==> src/rtl/dac_mu_delay_config_map.vh <==
`ifndef DAC_MU_DELAY_CONFIG_MAP_VH
`define DAC_MU_DELAY_CONFIG_MAP_VH
// Behaviour
// RULE_01: Bias top bit one powers converter down
// RULE_02: Mirror select: bypass, narrow, medium, wide
// RULE_03: Decoder: normal, return-to-zero, mix; 11 invalid
// RULE_04: Decoder mode resets to normal
// RULE_05: Nine-bit delay, LSB low bit 7
// RULE_06: Search starts from programmed delay value
// RULE_07: Manual mode applies written delay directly
// RULE_08: Tracking reads return sampled controller delay
// RULE_09: Software keeps delay at or below 431
// RULE_10: Software should start search near 216
// RULE_11: Direction: down, up, both; 11 invalid
// RULE_12: Target phase above 16 never locks
// RULE_13: Lock needs measured slope matching polarity
// RULE_14: Software should use positive slope, phase 14
// RULE_15: Snapshot bit rising edge captures delay, phase
// RULE_16: Enable bit: zero manual, one automatic
// RULE_17: Mode: search-track, track, search; 11 invalid
// RULE_18: Slope bit: zero negative, one positive
// RULE_19: Reserved bits read zero, writes ignored

// ****************************************
// Register offsets
// ****************************************
`define ADDR_DELAY_CTRL      13'h0033
`define ADDR_DAC_BIAS        13'h0036
`define ADDR_DECODER_SELECT  13'h0038
`define ADDR_DELAY_LOW       13'h0039
`define ADDR_DELAY_HIGH      13'h003a

// ****************************************
// Field positions
// ****************************************
`define BIT_POWER_DOWN       7
`define BIT_SLOPE            6
`define BIT_MODE_HI          5
`define BIT_MODE_LO          4
`define BIT_SNAPSHOT         3
`define BIT_AUTO_EN          0
`define BIT_DELAY_LSB        7
`define BIT_DIR_HI           6
`define BIT_DIR_LO           5

// ****************************************
// Reset values and limits
// ****************************************
`define RST_BYTE             8'h00
`define RST_CODE2            2'b00
`define RST_DELAY            9'h000
`define RST_PHASE            5'h00
`define CODE_INVALID         2'b11
`define PHASE_MAX            5'h10

// ****************************************
// Serial frame timing
// ****************************************
`define FRAME_INSTR_BITS     5'd16
`define FRAME_TOTAL_BITS     5'd24
`endif

==> src/rtl/pin_sync.v <==
`timescale 1ns/100ps
module pin_sync #(
  parameter W = 3
) (
  input  wire         clk_sys_i,
  input  wire         nrst_i,
  input  wire [W-1:0] async_i,
  output wire [W-1:0] sync_o
);
  // ****************************************
  // Two-stage synchroniser
  // ****************************************
  reg [W-1:0] meta_q;
  reg [W-1:0] sync_q;

  always @(posedge clk_sys_i or negedge nrst_i) begin
    if (!nrst_i) begin
      meta_q <= {W{1'b1}};
      sync_q <= {W{1'b1}};
    end else begin
      meta_q <= async_i;
      sync_q <= meta_q;
    end
  end

  assign sync_o = sync_q;
endmodule // pin_sync

==> src/rtl/spi_frame.v <==
`timescale 1ns/100ps
`include "dac_mu_delay_config_map.vh"
module spi_frame (
  input  wire        clk_sys_i,
  input  wire        nrst_i,
  input  wire        sclk_i,
  input  wire        csb_i,
  input  wire        sdi_i,
  input  wire [7:0]  rd_data_i,
  output wire [12:0] addr_o,
  output wire [7:0]  wr_data_o,
  output wire        wr_stb_o,
  output wire        sdo_o,
  output wire        sdo_oe_n_o
);
  // ****************************************
  // Serial frame engine
  // ****************************************
  reg        sclk_prev_q;
  reg [4:0]  bit_cnt_q;
  reg [15:0] shift_q;
  reg        rnw_q;
  reg [12:0] addr_q;
  reg [7:0]  wr_data_q;
  reg        wr_stb_q;
  reg        load_q;
  reg [7:0]  out_q;
  reg        sdo_q;
  reg        oe_n_q;

  wire rise = sclk_i & ~sclk_prev_q;
  wire fall = ~sclk_i & sclk_prev_q;

  always @(posedge clk_sys_i or negedge nrst_i) begin
    if (!nrst_i) begin
      sclk_prev_q <= 1'b0;
      bit_cnt_q   <= 5'd0;
      shift_q     <= 16'h0000;
      rnw_q       <= 1'b0;
      addr_q      <= 13'h0000;
      wr_data_q   <= 8'h00;
      wr_stb_q    <= 1'b0;
      load_q      <= 1'b0;
      out_q       <= 8'h00;
      sdo_q       <= 1'b0;
      oe_n_q      <= 1'b1;
    end else begin
      sclk_prev_q <= sclk_i;
      wr_stb_q    <= 1'b0;
      if (csb_i) begin
        bit_cnt_q <= 5'd0;
        load_q    <= 1'b0;
        oe_n_q    <= 1'b1;
      end else begin
        if (rise && bit_cnt_q < `FRAME_TOTAL_BITS) begin
          shift_q   <= {shift_q[14:0], sdi_i};
          bit_cnt_q <= bit_cnt_q + 5'd1;
          if (bit_cnt_q == `FRAME_INSTR_BITS - 5'd1) begin
            rnw_q  <= shift_q[14];
            addr_q <= {shift_q[11:0], sdi_i};
            load_q <= shift_q[14];
          end
          // Single byte per frame; later clocks ignored
          if (bit_cnt_q == `FRAME_TOTAL_BITS - 5'd1) begin
            wr_data_q <= {shift_q[6:0], sdi_i};
            wr_stb_q  <= ~rnw_q;
          end
        end
        if (fall && rnw_q && bit_cnt_q >= `FRAME_INSTR_BITS) begin
          if (bit_cnt_q == `FRAME_TOTAL_BITS) begin
            oe_n_q <= 1'b1;
          end else if (load_q) begin
            oe_n_q <= 1'b0;
            load_q <= 1'b0;
            sdo_q  <= rd_data_i[7];
            out_q  <= {rd_data_i[6:0], 1'b0};
          end else begin
            sdo_q <= out_q[7];
            out_q <= {out_q[6:0], 1'b0};
          end
        end
      end
    end
  end

  assign addr_o     = addr_q;
  assign wr_data_o  = wr_data_q;
  assign wr_stb_o   = wr_stb_q;
  assign sdo_o      = sdo_q;
  assign sdo_oe_n_o = oe_n_q;
endmodule // spi_frame

==> src/rtl/dac_mu_delay_config_regs.v <==
`timescale 1ns/100ps
`include "dac_mu_delay_config_map.vh"
module dac_mu_delay_config_regs (
  input  wire       clk_sys_i,
  input  wire       nrst_i,
  input  wire       spi_sclk_i,
  input  wire       spi_csb_i,
  input  wire       spi_sdi_i,
  output reg        spi_sdo_o,
  output reg        spi_sdo_oe_n_o,
  input  wire [8:0] ctrl_delay_i,
  input  wire [4:0] ctrl_phase_i,
  input  wire       ctrl_phase_match_i,
  input  wire       ctrl_slope_pos_i,
  output reg        converter_power_down_o,
  output reg [1:0]  mirror_rolloff_select_o,
  output reg        mirror_bypass_o,
  output reg        decoder_rz_o,
  output reg        decoder_mix_o,
  output reg [8:0]  delay_tap_value_o,
  output reg        delay_manual_apply_o,
  output reg        search_down_o,
  output reg        search_up_o,
  output reg [4:0]  target_phase_code_o,
  output reg        target_phase_valid_o,
  output reg        slope_positive_o,
  output reg        auto_delay_enable_o,
  output reg        search_enable_o,
  output reg        track_enable_o,
  output reg        lock_accept_o
);
  // ****************************************
  // Helpers
  // ****************************************
  function legal2;
    input [1:0] code;
    begin
      legal2 = (code != `CODE_INVALID);
    end
  endfunction

  // ****************************************
  // Pin synchronisation and serial port
  // ****************************************
  wire [2:0]  pins_s;
  wire [12:0] addr;
  wire [7:0]  wr_data;
  wire        wr_stb;
  wire        sdo;
  wire        sdo_oe_n;
  reg  [7:0]  rd_data;

  pin_sync #(.W(3)) u_sync (
    .clk_sys_i (clk_sys_i),
    .nrst_i    (nrst_i),
    .async_i   ({spi_sclk_i, spi_csb_i, spi_sdi_i}),
    .sync_o    (pins_s)
  );

  spi_frame u_spi (
    .clk_sys_i  (clk_sys_i),
    .nrst_i     (nrst_i),
    .sclk_i     (pins_s[2]),
    .csb_i      (pins_s[1]),
    .sdi_i      (pins_s[0]),
    .rd_data_i  (rd_data),
    .addr_o     (addr),
    .wr_data_o  (wr_data),
    .wr_stb_o   (wr_stb),
    .sdo_o      (sdo),
    .sdo_oe_n_o (sdo_oe_n)
  );

  // ****************************************
  // Register storage
  // ****************************************
  reg       power_down_q;
  reg [1:0] mirror_sel_q;
  reg [1:0] decoder_q;
  reg [8:0] delay_q;
  reg [1:0] dir_q;
  reg [4:0] phase_q;
  reg       slope_q;
  reg [1:0] mode_q;
  reg       snap_bit_q;
  reg       auto_en_q;
  reg [8:0] snap_delay_q;
  reg [4:0] snap_phase_q;

  wire wr_ctrl = wr_stb && (addr == `ADDR_DELAY_CTRL);
  wire wr_bias = wr_stb && (addr == `ADDR_DAC_BIAS);
  wire wr_dec  = wr_stb && (addr == `ADDR_DECODER_SELECT);
  wire wr_low  = wr_stb && (addr == `ADDR_DELAY_LOW);
  wire wr_high = wr_stb && (addr == `ADDR_DELAY_HIGH);
  wire snap_rise = wr_ctrl && wr_data[`BIT_SNAPSHOT] && !snap_bit_q;
  wire tracking  = auto_en_q;

  always @(posedge clk_sys_i or negedge nrst_i) begin
    if (!nrst_i) begin
      power_down_q <= 1'b0;
      mirror_sel_q <= `RST_CODE2;
      decoder_q    <= `RST_CODE2; // [RULE_04]
      delay_q      <= `RST_DELAY;
      dir_q        <= `RST_CODE2;
      phase_q      <= `RST_PHASE;
      slope_q      <= 1'b0;
      mode_q       <= `RST_CODE2;
      snap_bit_q   <= 1'b0;
      auto_en_q    <= 1'b0;
      snap_delay_q <= `RST_DELAY;
      snap_phase_q <= `RST_PHASE;
    end else begin
      if (wr_bias) begin
        power_down_q <= wr_data[`BIT_POWER_DOWN]; // [RULE_01]
        mirror_sel_q <= wr_data[1:0]; // [RULE_02]
      end
      // Invalid codes are dropped so the output never sees them
      if (wr_dec && legal2(wr_data[1:0])) begin
        decoder_q <= wr_data[1:0]; // [RULE_03]
      end
      if (wr_low) begin
        delay_q[0] <= wr_data[`BIT_DELAY_LSB]; // [RULE_05] [RULE_07]
        phase_q    <= wr_data[4:0];
        if (legal2(wr_data[`BIT_DIR_HI:`BIT_DIR_LO])) begin
          dir_q <= wr_data[`BIT_DIR_HI:`BIT_DIR_LO]; // [RULE_11]
        end
      end
      if (wr_high) begin
        delay_q[8:1] <= wr_data; // [RULE_05] [RULE_07]
      end
      if (wr_ctrl) begin
        slope_q    <= wr_data[`BIT_SLOPE]; // [RULE_18]
        snap_bit_q <= wr_data[`BIT_SNAPSHOT];
        auto_en_q  <= wr_data[`BIT_AUTO_EN]; // [RULE_16]
        if (legal2(wr_data[`BIT_MODE_HI:`BIT_MODE_LO])) begin
          mode_q <= wr_data[`BIT_MODE_HI:`BIT_MODE_LO]; // [RULE_17]
        end
      end
      if (snap_rise) begin
        snap_delay_q <= ctrl_delay_i; // [RULE_15]
        snap_phase_q <= ctrl_phase_i; // [RULE_15]
      end
    end
  end

  // ****************************************
  // Read multiplexer
  // ****************************************
  always @* begin
    rd_data = `RST_BYTE; // [RULE_19]
    case (addr)
      `ADDR_DELAY_CTRL: begin
        rd_data = {1'b0, slope_q, mode_q, snap_bit_q, 2'b00, auto_en_q};
      end
      `ADDR_DAC_BIAS: begin
        rd_data = {power_down_q, 5'b00000, mirror_sel_q}; // [RULE_19]
      end
      `ADDR_DECODER_SELECT: begin
        rd_data = {6'b000000, decoder_q};
      end
      `ADDR_DELAY_LOW: begin
        if (tracking) begin
          rd_data = {snap_delay_q[0], dir_q, snap_phase_q}; // [RULE_08]
        end else begin
          rd_data = {delay_q[0], dir_q, phase_q};
        end
      end
      `ADDR_DELAY_HIGH: begin
        rd_data = tracking ? snap_delay_q[8:1] : delay_q[8:1]; // [RULE_08]
      end
      default: begin
        rd_data = `RST_BYTE;
      end
    endcase
  end

  // ****************************************
  // Registered outputs
  // ****************************************
  always @(posedge clk_sys_i or negedge nrst_i) begin
    if (!nrst_i) begin
      spi_sdo_o               <= 1'b0;
      spi_sdo_oe_n_o          <= 1'b1;
      converter_power_down_o  <= 1'b0;
      mirror_rolloff_select_o <= `RST_CODE2;
      mirror_bypass_o         <= 1'b1;
      decoder_rz_o            <= 1'b0;
      decoder_mix_o           <= 1'b0;
      delay_tap_value_o       <= `RST_DELAY;
      delay_manual_apply_o    <= 1'b1;
      search_down_o           <= 1'b1;
      search_up_o             <= 1'b0;
      target_phase_code_o     <= `RST_PHASE;
      target_phase_valid_o    <= 1'b1;
      slope_positive_o        <= 1'b0;
      auto_delay_enable_o     <= 1'b0;
      search_enable_o         <= 1'b1;
      track_enable_o          <= 1'b1;
      lock_accept_o           <= 1'b0;
    end else begin
      spi_sdo_o               <= sdo;
      spi_sdo_oe_n_o          <= sdo_oe_n;
      converter_power_down_o  <= power_down_q; // [RULE_01]
      mirror_rolloff_select_o <= mirror_sel_q; // [RULE_02]
      mirror_bypass_o         <= (mirror_sel_q == 2'b00); // [RULE_02]
      decoder_rz_o            <= (decoder_q == 2'b01); // [RULE_03]
      decoder_mix_o           <= (decoder_q == 2'b10); // [RULE_03]
      // Same value is the manual setting and the search start point
      delay_tap_value_o       <= delay_q; // [RULE_06] [RULE_07]
      delay_manual_apply_o    <= ~auto_en_q; // [RULE_07] [RULE_16]
      search_down_o           <= (dir_q != 2'b01); // [RULE_11]
      search_up_o             <= (dir_q != 2'b00); // [RULE_11]
      target_phase_code_o     <= phase_q;
      target_phase_valid_o    <= (phase_q <= `PHASE_MAX); // [RULE_12]
      slope_positive_o        <= slope_q; // [RULE_18]
      auto_delay_enable_o     <= auto_en_q; // [RULE_16]
      search_enable_o         <= (mode_q != 2'b01); // [RULE_17]
      track_enable_o          <= (mode_q != 2'b10); // [RULE_17]
      // Out-of-range phase blocks lock until a phase of 16 or less is written
      lock_accept_o           <= auto_en_q && ctrl_phase_match_i && (phase_q <= `PHASE_MAX) &&
                                 (ctrl_slope_pos_i == slope_q); // [RULE_12] [RULE_13]
    end
  end
endmodule // dac_mu_delay_config_regs

==> config.mk <==
export PLATFORM = sky130hd
export DESIGN_NAME = dac_mu_delay_config_regs
export DESIGN_NICKNAME = d
export VERILOG_FILES = /design/src/rtl/pin_sync.v /design/src/rtl/spi_frame.v /design/src/rtl/dac_mu_delay_config_regs.v
export VERILOG_INCLUDE_DIRS = /design/src /design/src/rtl
export SDC_FILE = /design/constraint.sdc
export NUM_CORES = 1
export LEC_CHECK = 0
export BUFFER_PORTS_ARGS = -buffer_cell sky130_fd_sc_hd__buf_2
export CELL_PAD_IN_SITES_DETAIL_PLACEMENT = 1
export CELL_PAD_IN_SITES_GLOBAL_PLACEMENT = 2
export CORE_ASPECT_RATIO = 0.6
export CORE_MARGIN = 4
export CORE_UTILIZATION = 44
export CTS_CLUSTER_SIZE = 40
export DETAILED_ROUTE_END_ITERATION = 8
export GPL_TIMING_DRIVEN = 0
export PLACE_DENSITY = 0.81
export SLEW_MARGIN = 0
export SYNTH_ARGS = -nofsm -noshare
export SYNTH_HDL_FRONTEND = slang
export SYNTH_SLANG_ARGS = --single-unit
export TNS_END_PERCENT = 10
==> constraint.sdc <==
create_clock -name clk_sys_i -period 5.5 [get_ports clk_sys_i]
set_clock_uncertainty 0.15 [all_clocks]
set_input_delay 1.1 -clock clk_sys_i [delete_from_list [all_inputs] [get_ports clk_sys_i]]
set_output_delay 1.1 -clock clk_sys_i [all_outputs]
set_load 0.005 [all_outputs]
==> results.md, run 1 <==
* Status: finished, final reports clean
* Nets at 464
* Iter 0 DRT Violations at 130
* Drt drc at 0
* Top FF cell, synth: dfrtp_1
* Cell family with the largest share of critical-path delay: simple AND/OR/NAND/NOR gates
* Critical path buffers and inverters at 0
* Top cell type's share of synthesized area at 0.562
* R2r setup slk at 2.68 ns
* Post CTS Setup Buffer Count at 0
* Row Count at 30
* Ant diodes at 0
* P_leak at 0.00295 uW
* Cell Area, Synth at 0.00521 sq mm
* Gp weighted congestion at 0.768
* Hold-critical path depth at 0
* Post-synth top area cell: dfrtp_1
* Worst skew pair latency at 0.42 ns
* CP Cell Sequence: nor4_1 -> nand4_1 -> nor2_1 -> mux2_2
* Hold_buf cts at 0
* Crit. End Element: register
* Synth top cells by count: dfrtp_1 (117), mux2_2 (71), nor2_1 (19)
* Fmax at 355 MHz
* Routed via count at 3,214
* CTS Buffer Depth at 2
* Power Dens Cells at 370 mW/mm^2
* First-pass GRT wire length at 19.9 mm
* Min Tclk post-route at 2.82 ns
* Synth cell types at 48
* Fin crit share at 0.512
* Peak VDD IR at 0.206 mV
* Max stage delay cell, worst path: nor2_1
* Final Hold Vio Count at 0
* DPL Wire Length at 8.26 mm
* Hold Crit Class: register to register
* H-tree depth at 4
* Grt ovf at 0
* Post-synth net total at 393
* Worst r2r dst: delay_q[0]
* Antenna viol nets, final at 0
* Largest family of logic cells by synthesized area: multiplexers
* CP peak stage delay at 0.65 ns
* Critical Path Source Type: register
* CTS sink count at 131
* Most frequent cell after synthesis: dfrtp_1
* Setup TNS Final at 0 ns
* Post-Synth Adder-Cell Area at 0.00720
* Synth area leaders: dfrtp_1 (56%), mux2_2 (15%), dfstp_2 (7.1%)
* Reg2reg start: u_spi.addr_o[6]
* Worst path required time at 5.65 ns
* Area growth syn-to-layout at 22.1%
* Drt total wl at 12.2 mm
* DR pass1 iterations at 4
* Measured slew at the worst slew-check pin at 0.935 ns
* Hold EP: u_sync.sync_o[1]
* Full die area at 0.0137 sq mm
* CTS root buf: clkbuf_16
* Core ar. at 0.0114 sq mm
* Hold Worst Slack at 0.205 ns
* Compound-Gate Fraction of Synth Area at 0.0528
* Critical path class: register to register
* FILL cells at 1,139
* Pins Over Slew Limit at 0
* Die Y at 92.3 um
* CTS tree: yes
* Final setup fails at 0
* Simple-Gate Fraction of Synth Area at 0.0999
* RSZ-0062 raised after global routing: false
* Syn Area/Cell at 14.1 sq um
* Slew Limit Headroom at 0.375
* I/O Buffers at 51
* Post-CTS Resized at 0
* Synthesis Warnings at 0
* Asr flop ratio synth at 1.00
* Worst hold start: u_sync.meta_q[1]
* Post-Synthesis Cells at 369
* Post-synth EDFFs at 0
* Worst-path clk slew at 0.06 ns
* Sequential cell area fraction in the yosys report at 0.632
* GRT Total Usage at 0.194
* Largest net degree at the start of global routing at 75
* Max cap viols at 0
* Post-synthesis mux area share at 0.180
* CP Max Fanout at 7
* Die Wd at 149 um
* Synth Area in XOR/XNOR at 0.00840
* Via-per-instance ratio at 5.24
* Initial antenna violation count at 0
* Synthesis-stage register bit count at 131
* Vias in the first global route at 3,528
* R2R depth at 4
* CTS Buf Count at 17
* Layout cells sized above 1 at 0.393
* Ports at 52
* CP Data Arrival Time at 2.97 ns
* Initial Util at 0.455
* DR WL/cell at 19.8 um
==> registers in the layout, summed over array words and instances, names as in the netlist, 2 cells and up <==
name and count:
u_sync.sync_o 3, decoder_q 2, mirror_rolloff_select_o 2, mirror_sel_q 2, snap_phase_q 5, target_phase_code_o 5, u_spi.wr_data_o 8, dir_q 2
u_spi.bit_cnt_q 5, u_spi.out_q 7, u_sync.meta_q 3, phase_q 5, delay_tap_value_o 9, mode_q 2, u_spi.shift_q 15, delay_q 9
u_spi.addr_o 13, snap_delay_q 9
==> final cells by class <==
class                   instances  area [sq um]  area share
flip-flops and latches        131          3300       0.518
multi-input cells             215          1820       0.285
clock buffers                  20           457      0.0718
repair buffers                 52           289      0.0454
clock inverters                12           205      0.0322
well taps                     160           200      0.0315
plain buffers                  14          66.3      0.0104
inverters                       9          33.8     0.00531
==> worst max-delay path by stage <==
stage                         start                    to  slack [ns]  depth (start not counted)
global placement             nrst_i  delay_tap_value_o[2]        1.51                          1
floorplan           u_spi.addr_o[7]       snap_delay_q[0]        3.38                          5
global route        u_spi.addr_o[6]            delay_q[0]        2.42                          4
CTS                 u_spi.addr_o[6]            delay_q[0]        2.65                          4
detailed placement  u_spi.addr_o[6]            delay_q[0]        2.77                          4
finish              u_spi.addr_o[6]            delay_q[0]        2.68                          4
==> cells in the final DEF (no fill, tap or decap), types with 5 or more instances in the layout <==
master / Yosys / layout
dfrtp_1: 117 / 117
inv_1: 9 / 9
nand2_1: 9 / 9
nor3_1: 6 / 6
clkbuf_16: 0 / 17
mux2_2: 71 / 71
o22ai_1: 6 / 6
clkbuf_1: 8 / 9
nand2b_1: 13 / 13
a31oi_1: 8 / 8
buf_2: 5 / 55
bufinv_16: 0 / 5
nand3_1: 7 / 7
o2111ai_1: 5 / 5
nor2_1: 19 / 19
mux2i_1: 14 / 14
dfstp_2: 14 / 14
==> power by group <==
part | leakage, uW | internal (uW) | switching (uW)
clock network | 0.000316 | 830 | 422
registers | 0.00177 | 998 | 35.7
logic | 0.000869 | 34.0 | 36.5
==> routing by layer <==
layer / routed length, um / up-vias / global-route usage
li1: - / 1473 / -
met5: 0 / - / 0
met3: 415 / 11 / 0.0504
met1: 6210 / 1678 / 0.282
met4: 99 / 0 / 0.0600
met2: 5430 / 52 / 0.284
==> worst reg2reg max path, stage by stage (launching register included) <==
cell and delay [ns]:
dfrtp_1 0.40, nor4_1 0.57, nand4_1 0.51, nor2_1 0.66
mux2_2 0.41
==> per-stage QoR <==
step / area, sq um / utilization / std cells / worst slack (ns) / total power (uW)
2_1_floorplan: 5210 / - / 369 / 3.38 / 1070
3_3_place_gp: 5670 / 0.495 / 580 / 1.51 / 1110
3_5_place_dp: 5700 / 0.498 / 581 / 2.77 / 1120
4_1_cts: 6360 / 0.556 / 613 / 2.65 / 2380
5_1_grt: 6360 / 0.556 / 613 / 2.42 / 2440
6_report: 6360 / 0.556 / 613 / 2.68 / 2360
==> logic make-up (layout without fill, tap and decap cells) <==
logic type	Yosys count	in the layout
flops	131	131
mux	85	85
compound gates	38	38
xor+xnor	5	5
fa+ha+maj	3	3
simple gates	84	84
buf+inv	23	107
Power figures use the tool's default switching activity.
==> inputs of run 2 (changes only) <==
Settings changed: CORE_UTILIZATION 44 to 37, PLACE_DENSITY 0.81 to 0.72.
Clock period 5.5 ns to 2.3 ns, I/O delays scaled along.
==> results.md, run 2 (synthesized netlist as in run 1, its figures left out) <==
* Crit. End Element: register
* Hold Crit Class: input pin to register
* CTS Buf Count at 17 (unchanged)
* RSZ-0062 raised after global routing: false
* Die Wd at 161 um (+8.6%)
* Via-per-instance ratio at 4.98 (-5.0%)
* Critical path class: register to register
* Worst path required time at 2.44 ns (-3.21 ns)
* Final setup fails at 0 (unchanged)
* Antenna viol nets, final at 0 (unchanged)
* Status: finished, final reports clean
* Iter 0 DRT Violations at 154 (+18%)
* Largest register by flop count: u_spi.shift_q
* First-pass GRT wire length at 19.7 mm (-0.97%)
* Full die area at 0.0161 sq mm (+18%)
* Final design utilization at 0.479 (-0.0767)
* DR WL/cell at 18.5 um (-6.6%)
* Power Dens Cells at 858 mW/mm^2 (+130%)
* CTS sink count at 131 (unchanged)
* Worst-path clk slew at 0.06 ns (about the same)
* Slack of the critical path at 0.0995 ns (-2.58 ns)
* Min Tclk post-route at 2.20 ns (-0.617 ns)
* Max FFs per register at 15 (unchanged)
* Drt total wl at 12.1 mm (-0.16%)
* Layout cells sized above 1 at 0.425 (+0.0325)
* Critical Path Source Type: register
* GRT Total Usage at 0.159 (-0.0344)
* Max cap viols at 0 (unchanged)
* Most common library cell in the layout ignoring fill and taps: dfrtp_1
* CTS Buffer Depth at 2 (unchanged)
* CP Max Fanout at 10 (+3)
* CTS tree: yes
* Ports at 52 (unchanged)
* CP Data Arrival Time at 2.35 ns (-0.62 ns)
* H-tree depth at 4 (unchanged)
* Grt ovf at 0 (unchanged)
* DPL Wire Length at 8.44 mm (+2.2%)
* Worst skew pair latency at 0.41 ns (about the same)
* Fin crit share at 0.957 (+0.445)
* Core ar. at 0.0137 sq mm (+20%)
* I/O Buffers at 51 (unchanged)
* Slew Limit Headroom at 0.597 (+0.222)
* Largest net degree at the start of global routing at 92 (+23%)
* CTS root buf: clkbuf_16
* Routed via count at 3,262 (+1.5%)
* FILL cells at 1,393 (+22%)
* Most frequent cells in the layout: dfrtp_1 (116), mux2_2 (71), buf_2 (54)
* Place WS at -0.574 ns (-3.34 ns)
* DR pass1 iterations at 5 (+1)
* Drt drc at 0 (unchanged)
* Row Count at 33 (+10%)
* Initial Util at 0.380 (-0.0751)
* Pins Over Slew Limit at 0 (unchanged)
* Fmax at 454 MHz (+28%)
* Vias in the first global route at 3,619 (+2.6%)
* Peak VDD IR at 0.427 mV (+110%)
* Gp weighted congestion at 0.745 (-3.0%)
* Ant diodes at 0 (unchanged)
* Initial antenna violation count at 0 (unchanged)
* Nets at 474 (+2.2%)
* Die Y at 99.9 um (+8.3%)
* Measured slew at the worst slew-check pin at 0.604 ns (-0.331 ns)
* P_leak at 0.00303 uW (+2.7%)
* Area growth syn-to-layout at 26.0%
* Final Hold Vio Count at 0 (unchanged)
[run 2: cell type report]
cell class,instances,area [sq um],area share
buffer,14,75.1,0.0114
clock buffer,20,457,0.0695
clock inverter,12,203,0.0309
inverter,9,33.8,0.00514
multi-input combinational,215,1880,0.286
sequential,131,3300,0.502
tap,192,240,0.0366
timing repair buffer,62,387,0.0589
[run 2: timing repair]
action / 4_1_cts / 5_1_grt
setup buffers: 4 / 2
gates resized for setup: 11 / 10
hold endpoints to repair: 40 / 0
hold buffers: 4 / 0
pin swaps: 2 / 2
endpoints found under the setup margin: 66 / 40
[run 2: final timing paths]
| check | from | to | slack [ns] | cells past startpoint |
|---|---|---|---|---|
| hold / removal | ctrl_phase_i[3] | snap_phase_q[3] | 0.12 | 2 |
| min in group asynchronous | nrst_i | decoder_rz_o | 0.38 | 2 |
| setup reg to reg | u_spi.addr_o[6] | snap_delay_q[7] | 0.1 | 5 |
| max in group asynchronous | nrst_i | target_phase_valid_o | 0.81 | 3 |
| hold reg to reg | u_sync.meta_q[2] | u_sync.sync_o[2] | 0.21 | 0 |
| setup / recovery | u_spi.addr_o[6] | snap_delay_q[7] | 0.1 | 5 |
[run 2: critical path, stage by stage, from the launching register on]
cell     delay [ns]
dfrtp_1        0.41
nor4_4         0.40
nand3_2        0.19
nor4_4         0.36
buf_6          0.22
mux2_2         0.36
[run 2: where the power goes]
part / leakage (uW) / internal [uW] / switching (uW)
Sequential: 0.00176 / 2390 / 77.5
Combinational: 0.000945 / 86.6 / 84.5
Clock: 0.000321 / 1990 / 1010
Total: 0.00303 / 4460 / 1180
[run 2: metal layers]
layer,global-route usage,up-vias,wire [um]
met5,0,-,0
met4,0.0511,0,125
met3,0.0398,14,413
met2,0.229,50,5260
met1,0.237,1693,6340
li1,-,1505,-
[run 2: metrics by stage]
step | instance area [sq um] | cells | total power (uW) | TNS, ns | hold WS (ns)
6_report | 6570 | 655 | 5640 | 0 | 0.125
3_5_place_dp | 5740 | 613 | 2680 | -15.77 | 0.197
2_1_floorplan | 5210 | 369 | 2560 | 0 | 0.0144
5_1_grt | 6570 | 655 | 5850 | 0 | 0.120
3_3_place_gp | 5710 | 612 | 2650 | -144.86 | 0.197
4_1_cts | 6510 | 653 | 5690 | -1.59 | 0.112
